[config.mk]
export PLATFORM = sky130hd
export DESIGN_NAME = maint_disable_ctrl
export DESIGN_NICKNAME = d
export VERILOG_FILES = /design/src/maint_disable_pkg.sv /design/src/maint_disable_ctrl.sv /design/src/button_debounce.sv
export SDC_FILE = /design/constraint.sdc
export NUM_CORES = 1
export LEC_CHECK = 0
export ABC_CLOCK_PERIOD_IN_PS = 2400
export BUFFER_PORTS_ARGS = -buffer_cell sky130_fd_sc_hd__buf_2
export CAP_MARGIN = 20
export CORE_MARGIN = 2
export CORE_UTILIZATION = 56
export DETAILED_ROUTE_END_ITERATION = 12
export PLACE_DENSITY = 0.83
export SYNTH_ARGS = -nofsm -noshare
export SYNTH_HDL_FRONTEND = slang
export SYNTH_HIERARCHICAL = 1
export SYNTH_SLANG_ARGS = --single-unit
[constraint.sdc]
create_clock -name clk_sys -period 2.4 [get_ports clk_sys]
set_clock_uncertainty 0.1 [all_clocks]
set_input_delay 0.24 -clock clk_sys [delete_from_list [all_inputs] [get_ports clk_sys]]
set_output_delay 0.24 -clock clk_sys [all_outputs]
set_load 0.05 [all_outputs]
[src/maint_disable_pkg.sv]
// Shared constants and types for the maintenance-disable controller.
package maint_disable_pkg;

  localparam int unsigned CLK_HZ = 125000000;
  localparam int unsigned CLK_PERIOD_NS = 8;

  // Debounce settle time and its cycle count.
  localparam int unsigned DEBOUNCE_US = 10;
  localparam int unsigned DEBOUNCE_CYCLES = DEBOUNCE_US * 1000 / CLK_PERIOD_NS;

  // Hold time for mode entry.
  localparam int unsigned ENTRY_HOLD_S = 5;
  localparam longint unsigned ENTRY_HOLD_CYCLES = 64'(ENTRY_HOLD_S) * CLK_HZ;

  // Flash period of the logic indicator: one flash each second.
  localparam int unsigned FLASH_PERIOD_MS = 1000;
  localparam longint unsigned FLASH_HALF_CYCLES = 64'(FLASH_PERIOD_MS) * CLK_HZ / 2000;

  // Default automatic timeout in minutes.
  localparam int unsigned TIMEOUT_MIN = 45;
  localparam longint unsigned TIMEOUT_CYCLES = 64'(TIMEOUT_MIN) * 60 * CLK_HZ;

  localparam int CNT_W = 40;
  localparam logic [CNT_W-1:0] CNT_ZERO = 40'h00_0000_0000;
  localparam logic [CNT_W-1:0] CNT_ONE = 40'h00_0000_0001;

  typedef enum logic [2:0] {
    ST_NORMAL = 3'h1,
    ST_DISABLED = 3'h2,
    ST_WAIT_REL = 3'h4
  } mode_state_t;

endpackage

[src/maint_disable_ctrl.sv]
// Maintenance-disable controller: button timing, indicator flash and report gating.
`timescale 1ns/1ps
module maint_disable_ctrl
  import maint_disable_pkg::*;
#(
  parameter logic [CNT_W-1:0] HOLD_CYCLES = CNT_W'(ENTRY_HOLD_CYCLES),
  parameter logic [CNT_W-1:0] HALF_FLASH_CYCLES = CNT_W'(FLASH_HALF_CYCLES),
  parameter logic [CNT_W-1:0] DEFAULT_TIMEOUT = CNT_W'(TIMEOUT_CYCLES),
  parameter int unsigned SETTLE_CYCLES = DEBOUNCE_CYCLES
) (
  input wire logic clk_sys,
  input wire logic rstn,
  input wire logic ce,
  input wire logic btn_raw,
  input wire logic [CNT_W-1:0] timeout_cycles,
  input wire logic logic_ok,
  input wire logic status_change,
  input wire logic fault_pending,
  output logic report_req,
  output logic report_outstanding,
  output logic clear_faults,
  output logic maint_active,
  output logic logic_led
);

  logic btn;

  // Synchronised and debounced button level.
  button_debounce #(
    .SETTLE_CYCLES(SETTLE_CYCLES)
  ) u_deb (
    .clk_sys(clk_sys),
    .rstn(rstn),
    .ce(ce),
    .btn_raw(btn_raw),
    .btn_level(btn)
  );

  typedef struct packed {
    mode_state_t st;
    logic btn_d;
    logic [CNT_W-1:0] hold_cnt;
    logic [CNT_W-1:0] mode_cnt;
    logic [CNT_W-1:0] flash_cnt;
    logic flash;
    logic rep;
    logic outst;
    logic clr;
    logic led;
  } ctrl_state_t;

  ctrl_state_t s_reg;
  ctrl_state_t s_next;
  logic press_end;
  logic [CNT_W-1:0] tmo;

  assign press_end = s_reg.btn_d && !btn;
  assign tmo = (timeout_cycles == CNT_ZERO) ? DEFAULT_TIMEOUT : timeout_cycles;

  always_comb begin
    s_next = s_reg;
    s_next.btn_d = btn;
    s_next.rep = 1'b0;
    s_next.outst = 1'b0;
    s_next.clr = 1'b0;
    s_next.hold_cnt = btn ? s_reg.hold_cnt + CNT_ONE : CNT_ZERO;
    case (s_reg.st)
      ST_NORMAL: begin
        s_next.flash = 1'b0;
        s_next.flash_cnt = CNT_ZERO;
        s_next.rep = status_change;
        if (btn && s_reg.hold_cnt == HOLD_CYCLES - CNT_ONE) begin
          s_next.st = ST_WAIT_REL;
          s_next.mode_cnt = CNT_ZERO;
          s_next.flash = 1'b1;
        end else if (press_end) begin
          s_next.clr = 1'b1;
        end
      end
      ST_WAIT_REL, ST_DISABLED: begin
        s_next.mode_cnt = s_reg.mode_cnt + CNT_ONE;
        if (s_reg.flash_cnt == HALF_FLASH_CYCLES - CNT_ONE) begin
          s_next.flash_cnt = CNT_ZERO;
          s_next.flash = !s_reg.flash;
        end else begin
          s_next.flash_cnt = s_reg.flash_cnt + CNT_ONE;
        end
        if (s_reg.st == ST_WAIT_REL && !btn) begin
          s_next.st = ST_DISABLED;
        end
        if (s_reg.mode_cnt >= tmo - CNT_ONE ||
            (s_reg.st == ST_DISABLED && press_end)) begin
          s_next.st = ST_NORMAL;
          s_next.flash = 1'b0;
          s_next.outst = fault_pending;
          s_next.rep = fault_pending;
          s_next.clr = press_end;
        end
      end
      default: begin
        s_next.st = ST_NORMAL;
      end
    endcase
    // The indicator is registered so that no input glitch reaches the lamp driver.
    s_next.led = (s_next.st != ST_NORMAL) ? s_next.flash : logic_ok;
  end

  always_ff @(posedge clk_sys or negedge rstn) begin
    if (!rstn) begin
      s_reg <= '{st: ST_NORMAL, default: '0};
    end else if (ce) begin
      s_reg <= s_next;
    end
  end

  assign maint_active = s_reg.st != ST_NORMAL;
  assign logic_led = s_reg.led;
  assign report_req = s_reg.rep;
  assign report_outstanding = s_reg.outst;
  assign clear_faults = s_reg.clr;

  // Helper: reports blocked in mode.
  no_report_a: assert property (@(posedge clk_sys) disable iff (!rstn)
    maint_active && ce && !(s_reg.mode_cnt >= tmo - CNT_ONE) |=> !report_req || report_outstanding)
    else $error("status report sent during maintenance disable");

  enter_hold_a: assert property (@(posedge clk_sys) disable iff (!rstn)
    ce && !maint_active && btn && s_reg.hold_cnt == HOLD_CYCLES - CNT_ONE |=> maint_active)
    else $error("mode not entered after full hold");

  no_early_entry_a: assert property (@(posedge clk_sys) disable iff (!rstn)
    $rose(maint_active) |-> $past(s_reg.hold_cnt) == HOLD_CYCLES - CNT_ONE)
    else $error("mode entered before hold time");

  press_exit_a: assert property (@(posedge clk_sys) disable iff (!rstn)
    ce && s_reg.st == ST_DISABLED && press_end |=> !maint_active && clear_faults)
    else $error("brief press did not end mode");

  timeout_exit_a: assert property (@(posedge clk_sys) disable iff (!rstn)
    ce && maint_active && s_reg.mode_cnt >= tmo - CNT_ONE |=> !maint_active)
    else $error("timeout did not end mode");

  exit_report_a: assert property (@(posedge clk_sys) disable iff (!rstn)
    ce && maint_active && fault_pending && s_reg.mode_cnt >= tmo - CNT_ONE
    |=> report_req && report_outstanding)
    else $error("pending faults not reported on exit");

  flash_toggle_a: assert property (@(posedge clk_sys) disable iff (!rstn)
    ce && maint_active && s_reg.flash_cnt == HALF_FLASH_CYCLES - CNT_ONE
    && !(s_reg.mode_cnt >= tmo - CNT_ONE) && !press_end |=> s_reg.flash != $past(s_reg.flash))
    else $error("indicator did not toggle at half period");

  bounded_a: assert property (@(posedge clk_sys) disable iff (!rstn)
    maint_active |-> s_reg.mode_cnt < tmo)
    else $error("suppression exceeded timeout");

  clear_a: assert property (@(posedge clk_sys) disable iff (!rstn)
    ce && s_reg.st == ST_NORMAL && press_end && !btn |=> clear_faults)
    else $error("press did not clear faults");

  report_pass_a: assert property (@(posedge clk_sys) disable iff (!rstn)
    ce && s_reg.st == ST_NORMAL && status_change |=> report_req)
    else $error("status change not reported in normal mode");

  wait_release_a: assert property (@(posedge clk_sys) disable iff (!rstn)
    ce && s_reg.st == ST_WAIT_REL && !(s_reg.mode_cnt >= tmo - CNT_ONE) |=> maint_active)
    else $error("release of entry hold ended the mode");

  entry_flash_a: assert property (@(posedge clk_sys) disable iff (!rstn)
    $rose(maint_active) |-> logic_led)
    else $error("indicator not lit at mode entry");

  led_normal_a: assert property (@(posedge clk_sys) disable iff (!rstn)
    ce && s_next.st == ST_NORMAL |=> logic_led == $past(logic_ok))
    else $error("indicator does not follow logic level");

  flash_hold_a: assert property (@(posedge clk_sys) disable iff (!rstn)
    ce && maint_active && s_reg.flash_cnt != HALF_FLASH_CYCLES - CNT_ONE
    && !(s_reg.mode_cnt >= tmo - CNT_ONE) && !press_end |=> $stable(s_reg.flash))
    else $error("indicator changed before half period");

  clear_cause_a: assert property (@(posedge clk_sys) disable iff (!rstn)
    $rose(clear_faults) |-> $past(press_end))
    else $error("faults cleared without a press");

  outst_pair_a: assert property (@(posedge clk_sys) disable iff (!rstn)
    report_outstanding |-> report_req)
    else $error("exit report without report request");

  outst_exit_a: assert property (@(posedge clk_sys) disable iff (!rstn)
    $rose(report_outstanding) |-> $fell(maint_active))
    else $error("exit report outside mode exit");

  hold_clear_a: assert property (@(posedge clk_sys) disable iff (!rstn)
    ce && !btn |=> s_reg.hold_cnt == CNT_ZERO)
    else $error("hold count kept after release");

  // A low clock enable must also hold the timeout count still.
  state_freeze_a: assert property (@(posedge clk_sys) disable iff (!rstn)
    !ce |=> $stable(s_reg))
    else $error("state moved while clock enable low");

  enter_c: cover property (@(posedge clk_sys) disable iff (!rstn) $rose(maint_active));
  press_c: cover property (@(posedge clk_sys) disable iff (!rstn)
    s_reg.st == ST_DISABLED && press_end);
  timeout_c: cover property (@(posedge clk_sys) disable iff (!rstn)
    $fell(maint_active) && report_outstanding);
  release_c: cover property (@(posedge clk_sys) disable iff (!rstn)
    s_reg.st == ST_WAIT_REL && !btn);
  freeze_c: cover property (@(posedge clk_sys) disable iff (!rstn) maint_active && !ce);

endmodule

[src/button_debounce.sv]
// Two-flop synchroniser and debounce filter for the fault-clear button.
`timescale 1ns/1ps
module button_debounce
  import maint_disable_pkg::*;
#(
  parameter int unsigned SETTLE_CYCLES = DEBOUNCE_CYCLES
) (
  input wire logic clk_sys,
  input wire logic rstn,
  input wire logic ce,
  input wire logic btn_raw,
  output logic btn_level
);

  typedef struct packed {
    logic sync1;
    logic sync2;
    logic stable;
    logic [19:0] cnt;
  } deb_state_t;

  deb_state_t s_reg;
  deb_state_t s_next;

  always_comb begin
    s_next = s_reg;
    s_next.sync1 = btn_raw;
    s_next.sync2 = s_reg.sync1;
    if (s_reg.sync2 == s_reg.stable) begin
      s_next.cnt = 20'h00000;
    end else if (s_reg.cnt >= 20'(SETTLE_CYCLES - 1)) begin
      s_next.stable = s_reg.sync2;
      s_next.cnt = 20'h00000;
    end else begin
      s_next.cnt = s_reg.cnt + 20'h00001;
    end
  end

  always_ff @(posedge clk_sys or negedge rstn) begin
    if (!rstn) begin
      s_reg <= '0;
    end else if (ce) begin
      s_reg <= s_next;
    end
  end

  assign btn_level = s_reg.stable;

endmodule

==> results of run 1 <==
worst max-delay path, delay by kind of cell:
| kind | cells | cell delay [ps] |
|---|---|---|
| AND/OR/NAND/NOR | 8 | 2150 |
| AO/OA/AOI/OAI | 4 | 980 |
| adder cells (fa/ha/maj) | 1 | 360 |
| buffers and inverters | 2 | 270 |
| XOR/XNOR | 1 | 140 |
layer usage:
metal / share of wire / track usage / vias up
li1: - / - / 4432
met1: 0.35 / 0.374 / 4924
met2: 0.47 / 0.533 / 894
met3: 0.10 / 0.0651 / 312
met4: 0.075 / 0.138 / 0
met5: 0 / 0 / -
worst max path at each step:
stage	from	endpoint	slack, ps
after global routing	timeout_cycles[11]	report_req$_DFFE_PN0P_	-1670
final	timeout_cycles[11]	report_req$_DFFE_PN0P_	-1550
after floorplan	timeout_cycles[11]	logic_led$_DFFE_PN0P_	-1170
after global placement	timeout_cycles[15]	clear_faults$_DFFE_PN0P_	-1480
after CTS	timeout_cycles[11]	logic_led$_DFFE_PN0P_	-1090
after detailed placement	timeout_cycles[27]	logic_led$_DFFE_PN0P_	-1600
placed cells by master, fill, tap and decap left out, drive strengths merged, types with 4 or more instances in the layout:
cell type and count:
dfrtp 151, clkbuf 25, a21oi 54, ha 47, mux2i 5, nor2b 14, nand2 114, dlygate4sd3 4
inv 24, nand4 32, nor2 122, o211ai 5, xor2 44, and3 20, and4 14, nor4b 11
a22o 9, and2 10, nor3 32, bufinv 5, xnor2 50, o21ai 78, nor4 32, or4 9
a21o 5, buf 250, nand2b 14, or3 35, a41oi 5, nand3 49, a31oi 7, o31ai 14
cell type report:
class	instances	area [µm²]
clock buffers	23	448
clock inverters	8	171
fillers	912	3940
inverters	25	97.6
multi-input cells	877	6330
flip-flops and latches	152	3810
well taps	225	282
repair buffers	256	1980
power by group through the flow:
| stage | clock network (mW) | registers (mW) | logic [mW] |
|---|---|---|---|
| after floorplan | 0 | 2.76 | 0.286 |
| after global placement | 0 | 2.74 | 0.582 |
| after detailed placement | 0 | 2.75 | 0.613 |
| after CTS | 2.91 | 2.70 | 0.636 |
| after global routing | 3.05 | 2.72 | 0.779 |
| final | 2.95 | 2.72 | 0.718 |
stage by stage:
stage | area, µm² | power (mW)
after CTS | 12400 | 6.25
after floorplan | 9740 | 3.04
after detailed placement | 11400 | 3.36
after global routing | 13100 | 6.55
final | 13100 | 6.39
after global placement | 11400 | 3.32
kinds of logic (layout without fill, tap and decap cells):
logic type	Yosys count	count (layout)	share of synthesized area
compound gates	203	203	0.130
xor+xnor	94	94	0.0852
fa+ha+maj	47	47	0.0609
buf+inv	62	312	0.0302
flops	152	152	0.394
mux	7	7	0.00751
simple gates	526	526	0.292
repair_timing:
action | CTS | global route
resized for setup | 53 | 120
cloned | 1 | 3
pin swaps | 28 | 60
hold buffers | 4 | 0
endpoints found under the setup margin | 54 | 87
hold endpoints to repair | 73 | 0
setup buffers | 9 | 21
==> Flow_metrics.wiki, run 1 <==
{| class="wikitable"
! Metric !! Value
|-
| Result of the run || finished, violations left
|-
| Violations in the final reports || negative setup slack
|-
| Kind of critical path || in -> reg
|-
| Area growth, synth to finish || 35.7%
|-
| Number of placed cells counting well taps || 1498
|-
| Insertion delay of the later-clocked pin in the worst-skew pair || 440 ps
|-
| Mapped cell area || 0.00966 mm²
|-
| Worst r2r src || s_reg[48]$_DFFE_PN0P_
|-
| Final Core Density || 0.769
|-
| Initial DRT Pass Iterations || 7
|-
| Total DRC errors in the routed layout || 0
|-
| Crit path DAT || 4150 ps
|-
| Top Ports || 52
|-
| Leak pwr || 5.86 nW
|-
| Port buffer count || 51
|-
| Kind of start point of the critical path || primary input
|-
| Share of the clock period used by the worst path || 1.65
|-
| Worst path max stage delay || 550 ps
|-
| Capture point of the worst reg-to-reg path || report_req$_DFFE_PN0P_
|-
| Share of layout cells above drive strength 1 || 0.319
|-
| Post-synth EDFFs || 0
|-
| Largest vdd supply drop || 0.000707 V
|-
| Most numerous cell in the Yosys netlist || dfrtp_1
|-
| Ranking of synthesized cells by area || dfrtp_1 (39%), ha_1 (6.1%), nor2_1 (4.7%), xnor2_1 (4.5%), nand2_1 (4.4%)
|-
| Placeable core region || 0.0171 mm²
|-
| Clock tree from TritonCTS || done
|-
| Logic pwr share || 0.112
|-
| Per-cell via count in the routed design || 6.74
|-
| Share of Yosys cell area claimed by the top area cell type || 0.391
|-
| Largest register FFs || 125
|-
| Clock root cell || clkbuf_16
|-
| Setup TNS after final layout || -19740 ps
|-
| Total clock sinks || 152
|-
| Number of buffers created by CTS || 17
|-
| Largest net degree at the start of global routing || 74
|-
| Dpl ws || -1600 ps
|-
| Count of routing violations after the opening detailed-route iteration || 1691
|-
| Number of synthesis warnings || 6
|-
| Clk pwr share || 0.462
|-
| #FFs+latches synth || 152
|-
| Depth of the worst hold-timing path || 4
|-
| Library cell occupying the most area in the post-synthesis netlist || dfrtp_1
|-
| Hold WC Path Type || in -> reg
|-
| Worst-path clk slew || 60 ps
|-
| Vert. Die Dim || 135 µm
|-
| Register share of total power || 0.425
|-
| Pwr Density || 487 mW/mm²
|-
| Most instantiated cells after synthesis || dfrtp_1 (151), nor2_1 (122), nand2_1 (112)
|-
| Routed length per instance || 21.8 µm
|-
| Half-perimeter wire length of the detailed placement result || 17.6 mm
|-
| Post-synth top flop || dfrtp_1
|-
| Final weighted congestion of routability-driven global placement || 0.898
|-
| Crit. End Element || flip-flop
|-
| Proportion of register bits with asynchronous set or reset after synthesis || 1.00
|-
| Relative max-transition margin || 0.522
|-
| Proportion of synthesized chip area in sequential cells || 0.394
|-
| Sw Share || 0.252
|-
| Overall track demand over capacity in global routing || 0.309
|-
| Final critical-path required period || 3950 ps
|-
| Hold_sp || status_change
|-
| Final Worst Setup Slack || -1550 ps
|-
| Maxcap violations || 0
|-
| Width of the die || 135 µm
|-
| Highest fanout seen on the critical path || 5
|-
| Worst reg-to-reg setup slack || -580 ps
|-
| Starting utilization of the core area || 0.566
|-
| Final cell count without fillers || 1566
|-
| ANT cells || 0
|-
| Number of rows created at floorplan || 48
|-
| Vias in the first global route || 9680
|-
| Worst-path cell chain || buf_6, or4_4, nor4_4, nand4_4, nor3_4, buf_4, nor3_1, xnor2_1, ha_1, nand4_1, nor4_2, a21oi_1, o211ai_1, a21oi_2, nand2b_4, o21ai_0
|-
| Final hold violations || 0
|-
| Max stage delay cell, worst path || or4_4
|-
| GR Overflow Total || 0
|-
| Internal power || 4.78 mW
|-
| # setup viols final || 51
|-
| Actual slew at the worst max-slew pin || 717 ps
|-
| Number of antenna violations at the first check in global routing || 0
|-
| Cells after synthesis || 1091
|-
| Final max-slew violation count || 0
|-
| DR vias || 10.6k
|-
| Post-synthesis area per instance || 8.85 µm²
|-
| Data required time at the worst endpoint || 2600 ps
|-
| Unrepaired setup endpoints after global routing || true
|-
| Routed Wire Length || 34.1 mm
|-
| Worst-case clock buffer depth || 2
|-
| Die outline area || 0.0183 mm²
|-
| Net count reported at finish || 1423
|-
| Final Hold Slack || 242 ps
|-
| Power dissipated by switching net loads || 1.61 mW
|-
| Upper clock frequency limit || 0.253 GHz
|-
| Maximum level of the CTS H-tree || 4
|-
| Worst min-delay path endpoint || report_req$_DFFE_PN0P_
|-
| Synthesized net count || 1185
|-
| Netlist cell types || 80
|-
| R2R cell count || 8
|-
| Routed Antenna Nets || 0
|-
| First-pass GRT wire length || 45.6 mm
|}
No activity file was read; power rests on OpenSTA's default activity.
==> run 2, diff against run 1 <==
RECOVER_POWER = 50   (was default)
==> run 2 against run 1 <==
Net effect: the flow finishes with violations (max-capacitance violations, max-slew violations, negative setup slack); wire length hardly changed; sequential share of layout area is 0.055 points higher; first-iteration DRC count decreased by 9.5%; non-clock buffer count unchanged; register-to-register slack improved by 30 ps; sequential cell count is the same; global-route usage unchanged; core utilization down 0.15 points; total power decreased by 0.19%; setup slack improved by 45 ps; largest cell class unchanged; largest power group unchanged.
==> Flow_metrics.wiki, run 2 (synthesized netlist as in run 1, its figures left out) <==
{| class="wikitable"
! Metric !! Value
|-
| Internal power || 4.77 mW
|-
| Per-cell via count in the routed design || 6.73
|-
| Placeable core region || 0.0171 mm²
|-
| Violations in the final reports || max-capacitance violations, max-slew violations, negative setup slack
|-
| Number of buffers and inverters on the critical path || 2
|-
| Maxcap violations || 1
|-
| Clock tree from TritonCTS || done
|-
| Routed Antenna Nets || 0
|-
| Maximum level of the CTS H-tree || 4
|-
| Area growth, synth to finish || 35.5%
|-
| Final max-slew violation count || 74
|-
| Number of antenna violations at the first check in global routing || 0
|-
| Upper clock frequency limit || 0.256 GHz
|-
| Vert. Die Dim || 135 µm
|-
| Overall track demand over capacity in global routing || 0.309
|-
| Actual slew at the worst max-slew pin || 1880 ps
|-
| Vias in the first global route || 9680
|-
| Highest layer used for signal routing || met4
|-
| Sw Share || 0.251
|-
| Hold WC Path Type || in -> reg
|-
| Kind of critical path || in -> reg
|-
| Result of the run || finished, violations left
|-
| Cell type group with the largest total delay on the critical path || simple AND/OR/NAND/NOR gates
|-
| GR Overflow Total || 0
|-
| Leading cell type in the layout, fill and taps excluded || buf_4
|-
| First-pass GRT wire length || 45.6 mm
|-
| Number of rows created at floorplan || 48
|-
| Register share of total power || 0.426
|-
| Final Worst Setup Slack || -1510 ps
|-
| Capture point of the worst reg-to-reg path || clear_faults$_DFFE_PN0P_
|-
| Count of routing violations after the opening detailed-route iteration || 1530
|-
| Port buffer count || 51
|-
| Crit path DAT || 4100 ps
|-
| Total clock sinks || 152
|-
| Launch point of the critical path || timeout_cycles[11]
|-
| Largest vdd supply drop || 0.000699 V
|-
| Width of the die || 135 µm
|-
| Share of the clock period used by the worst path || 1.63
|-
| Final critical-path required period || 3910 ps
|-
| Routed length per instance || 21.7 µm
|-
| Insertion delay of the later-clocked pin in the worst-skew pair || 440 ps
|-
| Starting utilization of the core area || 0.566
|-
| Final hold violations || 0
|-
| Worst reg-to-reg setup slack || -550 ps
|-
| Most used cells in the layout excluding fill and tap cells || buf_4 (177), dfrtp_1 (149), nor2_1 (110), nand2_1 (110), o21ai_0 (65)
|-
| Initial DRT Pass Iterations || 9
|-
| Unrepaired setup endpoints after global routing || true
|-
| Met2 wirelength from detailed routing || 16.1 mm
|-
| Crit. End Element || flip-flop
|-
| End point of the critical path || report_req$_DFFE_PN0P_
|-
| Routed Wire Length || 34.1 mm
|-
| Final Core Density || 0.767
|-
| Worst-case clock buffer depth || 2
|-
| Wire length on met1 || 12.1 mm
|-
| DR vias || 10.5k
|-
| Clk pwr share || 0.461
|-
| Final weighted congestion of routability-driven global placement || 0.898
|-
| Power dissipated by switching net loads || 1.60 mW
|-
| Kind of start point of the critical path || primary input
|-
| Half-perimeter wire length of the detailed placement result || 17.6 mm
|-
| Total DRC errors in the routed layout || 0
|-
| Largest register FFs || 125
|-
| Logic pwr share || 0.112
|-
| Largest net degree at the start of global routing || 74
|-
| Relative max-transition margin || -0.256
|-
| Number of buffers created by CTS || 17
|-
| Top Ports || 52
|-
| R2R cell count || 8
|-
| Clock root cell || clkbuf_16
|-
| Leak pwr || 5.85 nW
|-
| Data required time at the worst endpoint || 2600 ps
|-
| Total length of routed met3 wires || 3.42 mm
|-
| Worst path max stage delay || 550 ps
|-
| # setup viols final || 53
|-
| Highest fanout seen on the critical path || 5
|-
| Crit. path cell count || 16
|-
| Share of layout cells above drive strength 1 || 0.318
|-
| Worst-path clk slew || 60 ps
|-
| Worst r2r src || s_reg[48]$_DFFE_PN0P_
|-
| Worst-path cell chain || buf_6, or4_4, nor4_4, nand4_4, nor3_4, buf_4, nor3_1, xnor2_1, ha_1, nand4_1, nor4_2, a21oi_1, o211ai_1, a21oi_2, nand2b_4, o21ai_0
|-
| Number of placed cells counting well taps || 1498
|-
| Final cell count without fillers || 1567
|-
| Pwr Density || 487 mW/mm²
|-
| Die outline area || 0.0183 mm²
|-
| Net count reported at finish || 1423
|-
| Max stage delay cell, worst path || or4_4
|}
## run 2: cell types whose count changed in the layout (fill, tap and decap cells not counted)
cell,before,now
buf_12,5,3
buf_2,48,47
buf_4,178,177
buf_6,19,20
clkbuf_1,6,7
clkbuf_2,0,2
diode_2,0,1
## run 2: area by class of cell
cell class | instances | area [µm²]
Multi-Input combinational cell | 877 | 6330
Fill cell | 918 | 3970
Sequential cell | 152 | 3810
Timing Repair Buffer | 256 | 1950
Clock buffer | 23 | 448
Tap cell | 225 | 282
Clock inverter | 8 | 171
Inverter | 25 | 97.6
Antenna cell | 1 | 2.50
## run 2: per-stage QoR
step | worst slack, ps | TNS, ps | power (mW) | hold WS [ps] | area (µm²)
floorplan | -1170 | -8540 | 3.04 | -156 | 9740
global placement | -1480 | -13310 | 3.32 | 203 | 11400
detailed placement | -1600 | -15250 | 3.36 | 207 | 11400
CTS | -1090 | -8640 | 6.25 | 87.9 | 12400
global route | -1670 | -25750 | 6.55 | 234 | 13100
finish | -1510 | -20150 | 6.37 | 242 | 13100
## run 2: worst min path at each step
stage                  startpoint                          to  cells past startpoint
floorplan                    rstn    clear_faults$_DFFE_PN0P_                      0
global placement             rstn  u_deb/s_reg[1]$_DFFE_PN0P_                      1
detailed placement           rstn  u_deb/s_reg[1]$_DFFE_PN0P_                      1
CTS                 status_change      report_req$_DFFE_PN0P_                      4
global route        status_change      report_req$_DFFE_PN0P_                      4
finish              status_change      report_req$_DFFE_PN0P_                      4
## run 2: what timing repair did
| item | in CTS | in global routing |
|---|---|---|
| hold endpoints to repair | 73 | 0 |
| endpoints found under the setup margin | 54 | 87 |
| hold buffers | 4 | 0 |
| gates resized for setup | 53 | 120 |
| cloned | 1 | 3 |
| buffers inserted | 9 | 21 |
| pin swaps | 28 | 60 |
## run 2: routing by layer
layer | GRT usage | vias to the layer above
li1 | - | 4422
met2 | 0.533 | 878
met3 | 0.0651 | 305
met4 | 0.138 | 0
met5 | 0 | -
met1 | 0.374 | 4936
## run 2: worst register-to-register path, stage by stage, from the launching register on
cell	delay, ps
dfrtp_1	400
ha_1	330
a2111oi_0	420
o21ai_0	180
a41oi_1	330
o211ai_1	210
a21oi_2	390
o21ai_1	180
a32o_1	290
## run 2: power by group through the flow
stage | sequential (mW) | combinational [mW] | clock, mW
finish | 2.72 | 0.716 | 2.94
global route | 2.72 | 0.774 | 3.05
CTS | 2.70 | 0.636 | 2.91
detailed placement | 2.75 | 0.613 | 0
global placement | 2.74 | 0.582 | 0
floorplan | 2.76 | 0.286 | 0
==> run 3, diff against run 2 <==
ABC_CLOCK_PERIOD_IN_PS = 3610   (was 2400)
CORE_UTILIZATION = 40   (was 56)
PLACE_DENSITY = 0.62   (was 0.83)
clock period = 3.61 ns   (was 2.4 ns; I/O delays follow)
==> run 3 against run 2 <==
Net effect: the run still ends with max-capacitance violations, max-slew violations, negative setup slack left; setup slack improved by 1500 ps; highest routed layer unchanged; core utilization is 28 points lower; first-iteration DRC count decreased by 58%.
==> Flow_metrics.wiki, run 3 (synthesized netlist as in run 1, its figures left out) <==
{| class="wikitable"
! Metric !! Value
|-
| Final hold violations || 0
|-
| Violations in the final reports || max-capacitance violations, max-slew violations, negative setup slack
|-
| Cell type group with the largest total delay on the critical path || simple AND/OR/NAND/NOR gates
|-
| GR met2 Demand/Resource || 0.282
|-
| Leak pwr || 4.90 nW
|-
| Most used cells in the layout excluding fill and tap cells || dfrtp_1 (151), nor2_1 (120), nand2_1 (111)
|-
| Final max-slew violation count || 75
|-
| Pwr Density || 341 mW/mm²
|-
| Starting utilization of the core area || 0.409
|-
| Count of routing violations after the opening detailed-route iteration || 638
|-
| Clock root cell || clkbuf_16
|-
| Final Worst Setup Slack || -33.0 ps
|-
| Worst-path cell chain || buf_6, or4_4, nor4_4, nand4_4, nor3_4, buf_6, nor4b_4, xnor2_1, ha_1, a21oi_1, o21ai_1, a221oi_1, o211ai_1, a21oi_2, buf_4, nand2b_4, o31ai_1
|-
| Share of the clock period used by the worst path || 1.01
|-
| Worst-case clock buffer depth || 2
|-
| Routed Antenna Nets || 0
|-
| Cell mode on critical path || buf_6
|-
| Worst path max stage delay || 570 ps
|-
| Kind of critical path || in -> reg
|-
| Met3 usage || 0.0287
|-
| Leading cell type in the layout, fill and taps excluded || dfrtp_1
|-
| Met1 usage in global routing || 0.263
|-
| Data required time at the worst endpoint || 3830 ps
|-
| Final weighted congestion of routability-driven global placement || 0.803
|-
| Gr busiest metal || met2
|-
| Per-cell via count in the routed design || 5.41
|-
| Final cell count without fillers || 1537
|-
| Max stage delay cell, worst path || or4_4
|-
| Maximum level of the CTS H-tree || 4
|-
| Vert. Die Dim || 159 µm
|-
| # setup viols final || 3
|-
| Number of antenna violations at the first check in global routing || 0
|-
| Highest fanout seen on the critical path || 5
|-
| Number of buffers created by CTS || 17
|-
| Upper clock frequency limit || 0.275 GHz
|-
| Port buffer count || 51
|-
| Share of layout cells above drive strength 1 || 0.174
|-
| Insertion delay of the later-clocked pin in the worst-skew pair || 430 ps
|-
| Net count reported at finish || 1299
|-
| Fillers || 2265
|-
| Largest register FFs || 125
|-
| Kind of start point of the critical path || primary input
|-
| Actual slew at the worst max-slew pin || 1820 ps
|-
| Largest vdd supply drop || 0.000215 V
|-
| Vias in the first global route || 7896
|-
| Relative max-transition margin || -0.215
|-
| Routed Wire Length || 22.4 mm
|-
| Total DRC errors in the routed layout || 0
|-
| Number of placed cells counting well taps || 1500
|-
| Initial DRT Pass Iterations || 5
|-
| Die outline area || 0.0254 mm²
|-
| Hold WC Path Type || in -> reg
|-
| Unrepaired setup endpoints after global routing || true
|-
| Routed length per instance || 14.6 µm
|-
| Maxcap violations || 1
|-
| ANT cells || 0
|-
| First-pass GRT wire length || 38.5 mm
|-
| Number of buffers and inverters on the critical path || 3
|-
| DR vias || 8310
|-
| Dpl ws || -576 ps
|-
| Number of rows created at floorplan || 56
|-
| Final critical-path required period || 3640 ps
|-
| Area growth, synth to finish || 18.5%
|-
| Overall track demand over capacity in global routing || 0.181
|-
| Worst-path clk slew || 70 ps
|-
| GR Overflow Total || 0
|-
| Largest net degree at the start of global routing || 75
|-
| Placeable core region || 0.0236 mm²
|-
| Total clock sinks || 152
|-
| Setup TNS after final layout || -62.6 ps
|-
| Top Ports || 52
|-
| Result of the run || finished, violations left
|-
| Clock tree from TritonCTS || done
|-
| Crit. End Element || flip-flop
|-
| Crit path DAT || 3870 ps
|-
| Width of the die || 159 µm
|-
| Total Power || 3.91 mW
|-
| Half-perimeter wire length of the detailed placement result || 16.2 mm
|}
[run 3: cell count changes in the layout (fill, tap and decap cells not counted), moves of 12 or more]
cell and change:
nor4_1 +12, or3_4 -14, buf_6 -16, a21oi_1 +22
a21oi_2 -22, buf_4 -101, or3_1 +13
[run 3: final cells by class]
class | count | area (µm²) | area share
repair buffers | 132 | 875 | 0.0764
multi-input cells | 877 | 5700 | 0.497
flip-flops and latches | 152 | 3800 | 0.332
well taps | 319 | 399 | 0.0349
clock inverters | 15 | 156 | 0.0137
clock buffers | 17 | 425 | 0.0372
inverters | 25 | 93.8 | 0.00820
[run 3: worst reg2reg max path: cells and delay by family (launching register included)]
family,cells,cell delay (ps)
buffers and inverters,2,290
flip-flops,1,590
AO/OA/AOI/OAI,2,580
AND/OR/NAND/NOR,3,1350
[run 3: what timing repair did]
item	CTS	global route
resized for setup	4	15
cloned	0	0
pin swaps	5	5
hold buffers	1	0
setup buffers	1	3
hold endpoints to repair	71	0
endpoints found under the setup margin	8	8
[run 3: final timing paths]
path / from / end / slack [ps] / cells past startpoint
setup / recovery: timeout_cycles[11] / s_reg[128]$_DFFE_PN0P_ / -30 / 17
hold / removal: btn_raw / u_deb/s_next[21]$_DFFE_PN0P_ / 70 / 2
setup reg to reg: s_reg[126]$_DFFE_PN1P_ / s_reg[27]$_DFFE_PN0P_ / 630 / 7
hold reg to reg: s_reg[8]$_DFFE_PN0P_ / s_reg[8]$_DFFE_PN0P_ / 400 / 1
max in group asynchronous: rstn / s_reg[121]$_DFFE_PN0P_ / 610 / 3
min in group asynchronous: rstn / u_deb/s_reg[1]$_DFFE_PN0P_ / 860 / 2
[run 3: stage by stage]
step           utilization  instance area [µm²]  hold slack [ps]
3_5_place_dp         0.456                10800              329
4_1_cts              0.482                11400             57.0
5_1_grt              0.485                11400             66.0
6_report             0.485                11400             74.6
3_3_place_gp         0.456                10800              334
2_1_floorplan            -                 9720            -34.6
[run 3: report_power, final]
part / total (mW) / internal, mW / switching, mW
combinational: 0.351 / 0.145 / 0.206
sequential: 1.80 / 1.75 / 0.0581
clock: 1.75 / 0.975 / 0.779
total: 3.91 / 2.87 / 1.04
[run 3: metal layers]
metal | up-vias | wire length [µm]
met5 | - | 0
met4 | 0 | 226
met3 | 16 | 474
met2 | 85 | 10300
met1 | 4033 | 11400
li1 | 4176 | -
